File: src/verilog/srqc_pkg.sv
// constants for the request-pin control block
// assumes an ahb-lite slave with 32-bit data, one word per register
package srqc_pkg;

   // ======================================================
   // register indices, byte address is four times the index
   localparam logic [7:0] SRQC_IDX_POS_LO = 8'h0b;
   localparam logic [7:0] SRQC_IDX_POS_HI = 8'h0c;
   localparam logic [7:0] SRQC_IDX_CTRL = 8'h0e;
   localparam logic [7:0] SRQC_IDX_AUX = 8'h20;
   localparam logic [31:0] SRQC_ADDR_POS_LO = {22'h0, SRQC_IDX_POS_LO, 2'b00};
   localparam logic [31:0] SRQC_ADDR_POS_HI = {22'h0, SRQC_IDX_POS_HI, 2'b00};
   localparam logic [31:0] SRQC_ADDR_CTRL = {22'h0, SRQC_IDX_CTRL, 2'b00};
   localparam logic [31:0] SRQC_ADDR_AUX = {22'h0, SRQC_IDX_AUX, 2'b00};

   // ======================================================
   // request_pin_control fields
   localparam int SRQC_CTRL_W = 16;
   localparam int SRQC_BIT_LATCH = 0;
   localparam int SRQC_BIT_FUNC = 1;
   localparam int SRQC_BIT_CAPEN = 2;
   localparam int SRQC_BIT_MUTEDIS = 8;
   localparam logic [15:0] SRQC_CTRL_RESET = 16'h0002;
   localparam logic [15:0] SRQC_CTRL_MASK = 16'h0107;
   localparam logic SRQC_FUNC_SYNC = 1'h0;

   // ======================================================
   // auxiliary control fields
   localparam int SRQC_BIT_CLEAR = 0;
   localparam int SRQC_BIT_REFEN = 1;
   localparam int SRQC_BIT_SYNCEN = 2;
   localparam int SRQC_BIT_SWREQ = 3;
   localparam logic [3:0] SRQC_AUX_RESET = 4'h1;

   // ======================================================
   // clock-position snapshot
   localparam int SRQC_SNAP_W = 32;
   localparam logic [31:0] SRQC_SNAP_RESET = 32'h0000ffff;
   localparam logic [4:0] SRQC_SNAP_LAST = 5'h1f;

   typedef enum logic [3:0] {
      SRQC_ST_IDLE = 4'h1,
      SRQC_ST_ARMED = 4'h2,
      SRQC_ST_FILL = 4'h4,
      SRQC_ST_DONE = 4'h8
   } srqc_state_t;

endpackage : srqc_pkg

File: src/verilog/srqc_capture.sv
// clock-position snapshot register, filled lsb first
// assumes the sample bit is already synchronised to clk_sys
`timescale 1ns/1ps
module srqc_capture
   import srqc_pkg::*;
(
   // clock and reset
   input wire logic clk_sys,
   input wire logic rstn,
   // control
   input wire logic sampleBit,
   input wire logic shiftEn,
   input wire logic clearEn,
   // result
   output logic [srqc_pkg::SRQC_SNAP_W-1:0] snapshot,
   output logic done
);
   import srqc_pkg::*;

   logic [SRQC_SNAP_W-1:0] snap_reg;
   logic [SRQC_SNAP_W-1:0] snap_next;
   logic [4:0] cnt_reg;
   logic [4:0] cnt_next;

   // ======================================================
   // per-bit fill
   genvar i;
   generate
      for (i = 0; i < SRQC_SNAP_W; i++) begin : g_bit
         always_comb begin
            if (clearEn) begin
               snap_next[i] = 1'b0;
            end else if (shiftEn && cnt_reg == 5'(i)) begin
               snap_next[i] = sampleBit;
            end else begin
               snap_next[i] = snap_reg[i];
            end
         end
      end
   endgenerate

   always_comb begin
      cnt_next = cnt_reg;
      if (clearEn) begin
         cnt_next = 5'h0;
      end else if (shiftEn) begin
         cnt_next = cnt_reg + 5'h1;
      end
   end

   always_ff @(posedge clk_sys or negedge rstn) begin
      if (!rstn) begin
         snap_reg <= SRQC_SNAP_RESET;
         cnt_reg <= 5'h0;
      end else begin
         snap_reg <= snap_next;
         cnt_reg <= cnt_next;
      end
   end

   assign snapshot = snap_reg;
   assign done = shiftEn && !clearEn && cnt_reg == SRQC_SNAP_LAST;

endmodule : srqc_capture

File: src/verilog/srqc_top.sv
// request-pin control: pin role, request latch, mute and clock-position capture
// assumes request and clock pins are asynchronous to clk_sys; ahb-lite master
// Operation
// - in sync role the reference outputs are muted unless mute-disable is set; the code mutes only while the sync or reference enable is set.
// - a sync request also resets the reference dividers.
// - capture-enable turns on the window that snapshots the input clock after a request edge.
// - after the clear, the first request rising edge starts the capture.
// - with both sync and reference enables low the capture window stays off.
// - pin-function 0 selects sync input, 1 selects reference-request input.
// - with the latch enabled the first request rising edge holds the request high.
// - request-clear empties the latch; latch disabled means the request follows the pins; the code also holds it high while the software request bit is set.
// - request-clear resets latch, divider retimers and capture flip-flops.
// - while clear is set the request is held low except in repeater role.
// - the readback is a 32-bit snapshot filled lsb to msb, one clock sample per step.
//
// Implementation choices: the AHB-Lite interface to the registers and the address map.
`timescale 1ns/1ps
module srqc_top
   import srqc_pkg::*;
(
   // clock and reset
   input wire logic clk_sys,
   input wire logic rstn,
   // ahb-lite slave
   input wire logic hsel,
   input wire logic [31:0] haddr,
   input wire logic [1:0] htrans,
   input wire logic hwrite,
   input wire logic [2:0] hsize,
   input wire logic [31:0] hwdata,
   input wire logic hready,
   output logic hreadyout,
   output logic [31:0] hrdata,
   output logic hresp,
   // pins
   input wire logic requestPins,
   input wire logic inputClockPin,
   // to the reference path
   output logic internalRequest,
   output logic referenceMute,
   output logic dividerSyncPulse,
   output logic retimerReset,
   output logic captureBusy
);
   import srqc_pkg::*;

   // ======================================================
   // pin synchronisers
   logic [1:0] reqSync_reg;
   logic [1:0] clkSync_reg;
   logic reqPrev_reg;
   logic reqRise;

   always_ff @(posedge clk_sys or negedge rstn) begin
      if (!rstn) begin
         reqSync_reg <= 2'h0;
         clkSync_reg <= 2'h0;
         reqPrev_reg <= 1'b0;
      end else begin
         reqSync_reg <= {reqSync_reg[0], requestPins};
         clkSync_reg <= {clkSync_reg[0], inputClockPin};
         reqPrev_reg <= reqSync_reg[1];
      end
   end
   assign reqRise = reqSync_reg[1] && !reqPrev_reg;

   // ======================================================
   // ahb-lite slave, zero wait states
   logic [15:0] ctrl_reg;
   logic [15:0] ctrl_next;
   logic [3:0] aux_reg;
   logic [3:0] aux_next;
   logic wrPend_reg;
   logic wrPend_next;
   logic [31:0] wrAddr_reg;
   logic [31:0] wrAddr_next;
   logic [31:0] rdata_reg;
   logic [31:0] rdata_next;
   logic [31:0] snapshot;
   logic addrPhase;

   assign addrPhase = hsel && htrans[1] && hready;

   always_comb begin
      ctrl_next = ctrl_reg;
      aux_next = aux_reg;
      if (wrPend_reg) begin
         if (wrAddr_reg == SRQC_ADDR_CTRL) begin
            // reserved bits are dropped even if software sets them
            ctrl_next = hwdata[15:0] & SRQC_CTRL_MASK;
         end else if (wrAddr_reg == SRQC_ADDR_AUX) begin
            aux_next = hwdata[3:0];
         end
      end
      wrPend_next = addrPhase && hwrite;
      wrAddr_next = addrPhase ? haddr : wrAddr_reg;
      // read from next values so a write just before is seen
      rdata_next = 32'h0;
      if (addrPhase && !hwrite) begin
         if (haddr == SRQC_ADDR_CTRL) begin
            rdata_next = {16'h0, ctrl_next};
         end else if (haddr == SRQC_ADDR_AUX) begin
            rdata_next = {28'h0, aux_next};
         end else if (haddr == SRQC_ADDR_POS_LO) begin
            rdata_next = {16'h0, snapshot[15:0]};
         end else if (haddr == SRQC_ADDR_POS_HI) begin
            rdata_next = {16'h0, snapshot[31:16]};
         end else begin
            rdata_next = 32'h0;
         end
      end
   end

   always_ff @(posedge clk_sys or negedge rstn) begin
      if (!rstn) begin
         ctrl_reg <= SRQC_CTRL_RESET;
         aux_reg <= SRQC_AUX_RESET;
         wrPend_reg <= 1'b0;
         wrAddr_reg <= 32'h0;
         rdata_reg <= 32'h0;
      end else begin
         ctrl_reg <= ctrl_next;
         aux_reg <= aux_next;
         wrPend_reg <= wrPend_next;
         wrAddr_reg <= wrAddr_next;
         rdata_reg <= rdata_next;
      end
   end

   assign hreadyout = 1'b1;
   assign hresp = 1'b0;
   assign hrdata = rdata_reg;

   // ======================================================
   // field decode
   logic latchEn;
   logic syncRole;
   logic muteDis;
   logic clearBit;
   logic refEn;
   logic syncEn;
   logic swReq;
   logic captureOn;

   assign latchEn = ctrl_reg[SRQC_BIT_LATCH];
   assign syncRole = ctrl_reg[SRQC_BIT_FUNC] == SRQC_FUNC_SYNC;
   assign muteDis = ctrl_reg[SRQC_BIT_MUTEDIS];
   assign clearBit = aux_reg[SRQC_BIT_CLEAR];
   assign refEn = aux_reg[SRQC_BIT_REFEN];
   assign syncEn = aux_reg[SRQC_BIT_SYNCEN];
   assign swReq = aux_reg[SRQC_BIT_SWREQ];
   // capture-enable ignored when both paths are off; dropping it saves power
   assign captureOn = ctrl_reg[SRQC_BIT_CAPEN] && (syncEn || refEn);

   // ======================================================
   // request latch and outputs
   logic latch_reg;
   logic latch_next;
   logic req_reg;
   logic req_next;
   logic mute_reg;
   logic mute_next;
   logic divSync_reg;
   logic divSync_next;
   logic clearPrev_reg;

   always_comb begin
      latch_next = latch_reg;
      if (clearBit) begin
         latch_next = 1'b0;
      end else if (latchEn && reqRise) begin
         latch_next = 1'b1;
      end
      if (clearBit && syncRole) begin
         req_next = 1'b0;
      end else if (latchEn) begin
         req_next = latch_reg || (reqRise && !clearBit);
      end else begin
         req_next = reqSync_reg[1] || swReq;
      end
      mute_next = syncRole && !muteDis && (syncEn || refEn);
      // sync edge restarts the reference dividers
      divSync_next = syncRole && req_next && !req_reg;
   end

   always_ff @(posedge clk_sys or negedge rstn) begin
      if (!rstn) begin
         latch_reg <= 1'b0;
         req_reg <= 1'b0;
         mute_reg <= 1'b0;
         divSync_reg <= 1'b0;
         clearPrev_reg <= 1'b0;
      end else begin
         latch_reg <= latch_next;
         req_reg <= req_next;
         mute_reg <= mute_next;
         divSync_reg <= divSync_next;
         clearPrev_reg <= clearBit;
      end
   end

   assign internalRequest = req_reg;
   assign referenceMute = mute_reg;
   assign dividerSyncPulse = divSync_reg;
   assign retimerReset = clearBit;

   // ======================================================
   // capture window
   srqc_state_t state_reg;
   srqc_state_t state_next;
   logic capDone;
   logic shiftEn;

   assign shiftEn = state_reg == SRQC_ST_FILL;

   always_comb begin
      state_next = state_reg;
      if (!captureOn || clearBit) begin
         state_next = SRQC_ST_IDLE;
      end else begin
         case (state_reg)
            SRQC_ST_IDLE: begin
               // arming only on the falling side of a clear pulse
               if (clearPrev_reg) begin
                  state_next = SRQC_ST_ARMED;
               end
            end
            SRQC_ST_ARMED: begin
               if (reqRise) begin
                  state_next = SRQC_ST_FILL;
               end
            end
            SRQC_ST_FILL: begin
               if (capDone) begin
                  state_next = SRQC_ST_DONE;
               end
            end
            default: begin
               state_next = SRQC_ST_DONE;
            end
         endcase
      end
   end

   always_ff @(posedge clk_sys or negedge rstn) begin
      if (!rstn) begin
         state_reg <= SRQC_ST_IDLE;
      end else begin
         state_reg <= state_next;
      end
   end

   // clock samples are one sys cycle apart; coarse stand-in for the delay line
   srqc_capture u_capture (
      .clk_sys(clk_sys),
      .rstn(rstn),
      .sampleBit(clkSync_reg[1]),
      .shiftEn(shiftEn),
      .clearEn(clearBit),
      .snapshot(snapshot),
      .done(capDone)
   );

   assign captureBusy = state_reg != SRQC_ST_IDLE && state_reg != SRQC_ST_DONE;

   // ======================================================
   // checks
   a_mute_sync:
   assert property (@(posedge clk_sys) disable iff (!rstn)
      (syncRole && !muteDis && (syncEn || refEn)) |=> referenceMute)
      else $error("reference outputs not muted in sync role");

   a_div_sync:
   assert property (@(posedge clk_sys) disable iff (!rstn)
      (syncRole && !clearBit && !latchEn && reqRise && !req_reg)
      |=> dividerSyncPulse)
      else $error("sync edge did not reset dividers");

   a_func_req:
   assert property (@(posedge clk_sys) disable iff (!rstn)
      !syncRole |=> !dividerSyncPulse)
      else $error("divider reset in request role");

   a_latch_hold:
   assert property (@(posedge clk_sys) disable iff (!rstn)
      (latchEn && !clearBit && latch_reg) |=> internalRequest)
      else $error("latched request not held high");

   a_clear_latch:
   assert property (@(posedge clk_sys) disable iff (!rstn)
      clearBit |=> !latch_reg)
      else $error("clear did not empty the latch");

   a_clear_low:
   assert property (@(posedge clk_sys) disable iff (!rstn)
      (clearBit && syncRole) |=> !internalRequest)
      else $error("request not held low during clear");

   a_cap_off:
   assert property (@(posedge clk_sys) disable iff (!rstn)
      (!syncEn && !refEn) |=> (state_reg == SRQC_ST_IDLE))
      else $error("capture window active with paths off");

   a_cap_trigger:
   assert property (@(posedge clk_sys) disable iff (!rstn)
      (state_reg == SRQC_ST_ARMED && reqRise && captureOn && !clearBit)
      |=> shiftEn)
      else $error("request edge did not start capture");

   a_snap_len:
   assert property (@(posedge clk_sys) disable iff (!rstn)
      ($rose(shiftEn) && captureOn && !clearBit)
      |-> ##32 !shiftEn)
      else $error("snapshot fill not 32 samples");

   a_snap_clear:
   assert property (@(posedge clk_sys) disable iff (!rstn)
      clearBit |=> (snapshot == 32'h0))
      else $error("clear did not reset snapshot");

endmodule : srqc_top

File: config.mk
export PLATFORM = sky130hd
export DESIGN_NAME = srqc_top
export DESIGN_NICKNAME = d
export VERILOG_FILES = /design/src/verilog/srqc_pkg.sv /design/src/verilog/srqc_capture.sv /design/src/verilog/srqc_top.sv
export SDC_FILE = /design/constraint.sdc
export NUM_CORES = 1
export LEC_CHECK = 0
export BUFFER_PORTS_ARGS = -buffer_cell sky130_fd_sc_hd__buf_2
export CAP_MARGIN = 10
export CORE_MARGIN = 2
export CORE_UTILIZATION = 40
export CTS_CLUSTER_SIZE = 8
export DETAILED_ROUTE_END_ITERATION = 10
export PLACE_DENSITY = 0.68
export SETUP_SLACK_MARGIN = 0.05
export SLEW_MARGIN = 5
export SYNTH_ARGS = -nofsm -noshare
export SYNTH_HDL_FRONTEND = slang
export SYNTH_SLANG_ARGS = --single-unit
File: constraint.sdc
create_clock -name clk_sys -period 1.97 [get_ports clk_sys]
set_input_delay 0.394 -clock clk_sys [delete_from_list [all_inputs] [get_ports clk_sys]]
set_output_delay 0.394 -clock clk_sys [all_outputs]
set_load 0.01 [all_outputs]
==> results.yml, run 1 <==
status:
  status: "finished with violations"
  failed_checks: "setup timing"
sta:
  setup_viol: 14
  hold_viol: 0
  post-route-min-period_ns: 2.08
  skew_ns: 0.00785
  layout_setup_ws_ns: -0.111
  setup-tns-final_ns: -1.30
  slew_headroom: 0.387
  rsz0062_at_grt: "yes"
  post-route-period-util: 1.06
  max_freq_mhz: 481
  drv_slew: 0
  worst_slew_pin_slew_ns: 0.917
power:
  power_density_mw_per_mm2: 860
  peakVddDrop_v: 0.000634
  p_leak_nw: 3.14
  total_power_w: 0.00590
synthesis:
  synth_top_area_frac: 0.462
  synth_cells: 498
  synth.largest_area_cell: "dfrtp_1"
  synthesis.area_mm2: 0.00547
  synth_edf_count: 0
  yosys_warnings: 0
  ys_seq_area_frac: 0.553
  ys.flop_type: "dfrtp_1"
  synthArstFlopShare: 1.00
  synth.area.top_cells: "dfrtp_1 (46%), dfstp_2 (9.1%), mux2_2 (7.8%)"
  ys_ff_latch: 120
  yosys.cell_types.count: 48
  syn_area_per_cell_um2: 11.0
floorplanning:
  die_h_um: 121
  coreArea_mm2: 0.0133
  rows: 42
  die_area_mm2: 0.0146
  ioPinCount: 115
  die_x_um: 121
  initial_utilization: 0.412
global_route:
  grt_pass1_wl_mm: 20.2
  grt-ovfl-total: 0
  grt_pass1_vias: 4111
  grt_max_degree: 48
  grtUsageTotal: 0.177
  antenna_found_initial: 0
cts:
  cts_root_buf: "clkbuf_16"
  cts_tree: "done"
  clk_pin_slew_ns: 0.05
  cts.path.max_buffers: 2
  cts_sinks: 120
  cts_max_level: 4
  cts-buffers-inserted: 17
  clkLatencyLatePin_ns: 0.42
critical_path:
  critical_path_arrival_ns: 2.38
  worst-setup-path-type: "flip-flop to flip-flop"
  critical_path_peak_fanout: 11
  rr_worst_depth: 6
  cp.required_ns: 2.27
  start_kind: "flip-flop"
  endpoint_kind: "flip-flop"
cells_and_area:
  final_util: 0.516
  num-fill-cells: 1172
  drive_above_1_share: 0.362
  final_nets: 682
  n_antenna_cell: 0
  instances_no_fill: 789
  multi_input_area_mm2: 0.00227
  area_delta_synth_final_pct: 25.3
  final_area_mm2: 0.00686
  regArea_mm2: 0.00303
hold_path:
  hold_path_class: "input pin to flip-flop"
  hold_path_depth: 1
routing:
  drc: 0
  ant_nets: 0
  dr.pass1.iters: 5
  wirelength_mm: 11.9
  vias_per_cell: 5.10
  num_vias: 4021
  drt-initial-drc-count: 271
  wl_per_cell_um: 15.1
placement:
  dp_hpwl_mm: 8.34
  dp_cells: 749
  gp_congestion: 0.811
  dpl_cell_area_mm2: 0.00617
  port_buffers: 65
flow_run:
  drv_cap: 0
==> cell type report <==
cell class	instances	area share
Inverter	8	0.00438
Clock buffer	24	0.0702
Multi-Input combinational cell	335	0.332
Sequential cell	120	0.441
Timing Repair Buffer	118	0.110
Tap cell	176	0.0321
Clock inverter	8	0.0104
==> worst paths after layout <==
check	from	endpoint	slack (ns)
min in group asynchronous	rstn	wrAddr_reg[17]	0.45
hold / removal	inputClockPin	clkSync_reg[0]	0.08
setup reg to reg	wrAddr_reg[25]	hrdata[7]	-0.11
hold reg to reg	reqSync_reg[0]	reqSync_reg[1]	0.35
max in group asynchronous	rstn	u_capture.snapshot[7]	0.89
setup / recovery	wrAddr_reg[25]	hrdata[7]	-0.11
==> worst max-delay path, cell delays in order, from the launching register on <==
cell and delay, ns:
dfrtp_1 0.37, nor4_1 0.29, nand4_1 0.23, or3_1 0.45
buf_4 0.20, and2_1 0.18, a22o_1 0.23
==> power breakdown <==
group | switching (W) | internal [W]
sequential | 0.0000848 | 0.00260
clock | 0.00104 | 0.00182
combinational | 0.000168 | 0.000181
total | 0.00129 | 0.00460
==> cells by family (layout without fill, tap and decap cells) <==
logic type / after synthesis / in the layout / synth area share
AO/OA/AOI/OAI: 68 / 68 / 0.0887
multiplexers: 54 / 54 / 0.107
XOR/XNOR: 4 / 4 / 0.00640
AND/OR/NAND/NOR: 185 / 185 / 0.175
flip-flops: 120 / 120 / 0.553
adder cells (fa/ha/maj): 6 / 6 / 0.0137
other: 2 / 18 / 0.00137
buffers and inverters: 59 / 158 / 0.0546
==> per-layer routing <==
metal / global-route usage / wire (µm)
met1: 0.233 / 5380
met2: 0.277 / 5770
met3: 0.0446 / 529
met4: 0.0792 / 230
met5: 0 / 0
==> per-stage QoR <==
| step | setup WS [ns] | hold slack (ns) |
|---|---|---|
| 3_3_place_gp | -0.261 | 0.335 |
| 6_report | -0.111 | 0.0829 |
| 2_1_floorplan | 0.0522 | 0.0984 |
| 4_1_cts | -0.111 | 0.0646 |
| 5_1_grt | -0.236 | 0.0735 |
| 3_5_place_dp | -0.294 | 0.336 |
==> cell usage in the layout, fill, tap and decap left out, types with 4 or more instances in the layout <==
| cell type | Yosys | routed |
|---|---|---|
| and3_1 | 8 | 5 |
| mux2_4 | 0 | 4 |
| mux2i_1 | 16 | 16 |
| a21oi_1 | 25 | 25 |
| nor3b_1 | 5 | 4 |
| nor4_1 | 14 | 9 |
| buf_2 | 8 | 64 |
| and2_1 | 13 | 13 |
| clkbuf_16 | 0 | 17 |
| nand2_1 | 47 | 47 |
| nor3_1 | 9 | 9 |
| clkbuf_1 | 25 | 4 |
| mux2_2 | 38 | 34 |
| nor2_1 | 33 | 33 |
| nor4_2 | 0 | 5 |
| conb_1 | 2 | 18 |
| inv_1 | 8 | 8 |
| dfrtp_1 | 101 | 101 |
| buf_4 | 18 | 51 |
| ha_1 | 6 | 6 |
| a22o_1 | 23 | 23 |
| clkinv_2 | 0 | 5 |
| nand4_1 | 8 | 8 |
| nand3_1 | 29 | 29 |
| o21ai_0 | 5 | 5 |
| dfstp_2 | 19 | 19 |
==> synth_stat cells (all sizes together), types with 5 or more instances <==
master	count
dfrtp	101
nand2	47
mux2	38
nor2	33
nand3	29
buf	26
a21oi	25
clkbuf	25
a22o	23
dfstp	19
mux2i	16
nor4	14
and2	13
nor3	10
and3	8
inv	8
nand4	8
ha	6
nor3b	5
o21ai	5
==> timing repair <==
| item | in CTS | in global routing |
|---|---|---|
| pin swaps | 5 | 2 |
| setup endpoints to repair | 19 | 41 |
| endpoints found under the hold margin | 22 | 0 |
| resized for setup | 9 | 6 |
| hold buffers | 1 | 0 |
| buffers inserted | 3 | 4 |
Note: power is estimated with default switching activity, not from simulation.
==> run 2, diff against run 1 <==
Settings changed: CORE_ASPECT_RATIO set to 0.7, GPL_TIMING_DRIVEN set to 0.
==> run 2 against run 1 <==
Compared with the run above: the run still ends with setup timing left; non-clock buffer count increased by 5; wire length is 14% higher; critical path type unchanged; global-route usage up 1.4 points; largest cell class unchanged; total power grew 4.0%; clock skew is 0.0020 ns higher.
==> results.yml, run 2 (synthesis results as in run 1) <==
global_route:
  grt_util_met2: 0.304
  antenna_found_initial: 0
  gr-usage-met1: 0.263
  grtUsageTotal: 0.191
  grt_pass1_wl_mm: 21.5
  grtUsageMet3: 0.0403
  grt-ovfl-total: 0
  grt-busiest-layer: "met2"
  grt_max_degree: 62
  grt_pass1_vias: 4165
sta:
  worst_slew_pin_slew_ns: 0.666
  skew_ns: 0.00985
  max_freq_mhz: 473
  setup_viol: 17
  layout_setup_ws_ns: -0.143
  hold_viol: 0
  post-route-min-period_ns: 2.11
  slew_headroom: 0.556
  rsz0062_at_grt: "yes"
  drv_slew: 0
  post-route-period-util: 1.07
hold_path:
  hold_path_class: "input pin to flip-flop"
placement:
  dpl_cell_area_mm2: 0.00613
  gp_congestion: 0.861
  post-place-ws_ns: -0.546
  port_buffers: 65
  dp_hpwl_mm: 9.27
cts:
  cts_sinks: 120
  cts_max_level: 4
  clkLatencyLatePin_ns: 0.41
  cts_root_buf: "clkbuf_16"
  cts-buffers-inserted: 17
  cts.path.max_buffers: 2
  clk_pin_slew_ns: 0.06
  cts_tree: "done"
cells_and_area:
  layout_commonest_cell: "dfrtp_1"
  final_area_mm2: 0.00705
  drive_above_1_share: 0.371
  final_cell_mix: "dfrtp_1 (99), buf_2 (68), nand2_1 (47)"
  area_delta_synth_final_pct: 28.9
  final_nets: 687
  n_antenna_cell: 0
  final_util: 0.531
routing:
  ant_nets: 0
  num_vias: 4228
  vias_per_cell: 5.27
  drc: 0
  drt-initial-drc-count: 286
  wirelength_mm: 13.5
  wl_per_cell_um: 16.8
  dr.pass1.iters: 5
power:
  power_density_mw_per_mm2: 870
  p_leak_nw: 3.20
  peakVddDrop_v: 0.000577
status:
  status: "finished with violations"
  failed_checks: "setup timing"
critical_path:
  cp.required_ns: 2.26
  worst-setup-path-type: "flip-flop to flip-flop"
  critical_path_peak_fanout: 5
  endpoint_kind: "flip-flop"
  start_kind: "flip-flop"
  critical_path_arrival_ns: 2.40
floorplanning:
  rows: 35
  die_area_mm2: 0.0146
  coreArea_mm2: 0.0133
  die_h_um: 102
  ioPinCount: 115
  initial_utilization: 0.412
  die_x_um: 144
flow_run:
  drv_cap: 0
## run 2: report_power, final
part	switching [W]	internal, W	leakage, nW	total [W]
clock	0.00108	0.00199	0.283	0.00307
sequential	0.0000937	0.00260	1.52	0.00269
combinational	0.000180	0.000189	1.40	0.000369
## run 2: worst max-delay path, stage by stage (launching register included)
cell       delay, ns
dfrtp_1         0.38
nor4_2          0.33
nand4_1         0.16
buf_6           0.16
or3_4           0.44
clkbuf_16       0.18
and2_4          0.13
a22o_1          0.20
## run 2: stage by stage
stage | hold slack [ns] | TNS (ns) | power (W) | instances
final | 0.0918 | -1.73 | 0.00614 | 803
after global routing | 0.0854 | -3.23 | 0.00635 | 803
after CTS | 0.0778 | -1.10 | 0.00617 | 800
after detailed placement | 0.343 | -10.30 | 0.00307 | 765
after global placement | 0.335 | -102.11 | 0.00304 | 764
after floorplan | 0.0984 | 0 | 0.00290 | 514
## run 2: cell type report
| cell class | instances | area (µm²) |
|---|---|---|
| fill | 1126 | 6220 |
| clock buffer | 25 | 495 |
| clock inverter | 7 | 93.8 |
| inverter | 8 | 30.0 |
| sequential | 120 | 3030 |
| tap | 185 | 231 |
| buffer | 44 | 270 |
| multi-input combinational | 335 | 2410 |
| timing repair buffer | 79 | 492 |
## run 2: per-layer routing
layer | vias to the layer above | wire length [µm]
met4 | 0 | 220
met2 | 157 | 6280
met5 | - | 0
met1 | 2102 | 6230
met3 | 19 | 802
li1 | 1950 | -
## run 2: repair_timing
action / CTS / global route
endpoints found under the setup margin: 60 / 57
pin swaps: 5 / 31
cloned: 0 / 1
resized for setup: 25 / 33
setup buffers: 7 / 4
hold endpoints to repair: 50 / 0
hold buffers: 1 / 0
## run 2: final timing paths
path / endpoint / depth (start not counted) / start / slack (ns)
min in group asynchronous: wrAddr_reg[18] / 2 / rstn / 0.52
min: clkSync_reg[0] / 1 / inputClockPin / 0.09
max: hrdata[4] / 7 / wrAddr_reg[20] / -0.14
max in group asynchronous: u_capture.snapshot[0] / 3 / rstn / 0.71
min reg2reg: reqSync_reg[1] / 0 / reqSync_reg[0] / 0.35
max reg2reg: hrdata[4] / 7 / wrAddr_reg[20] / -0.14
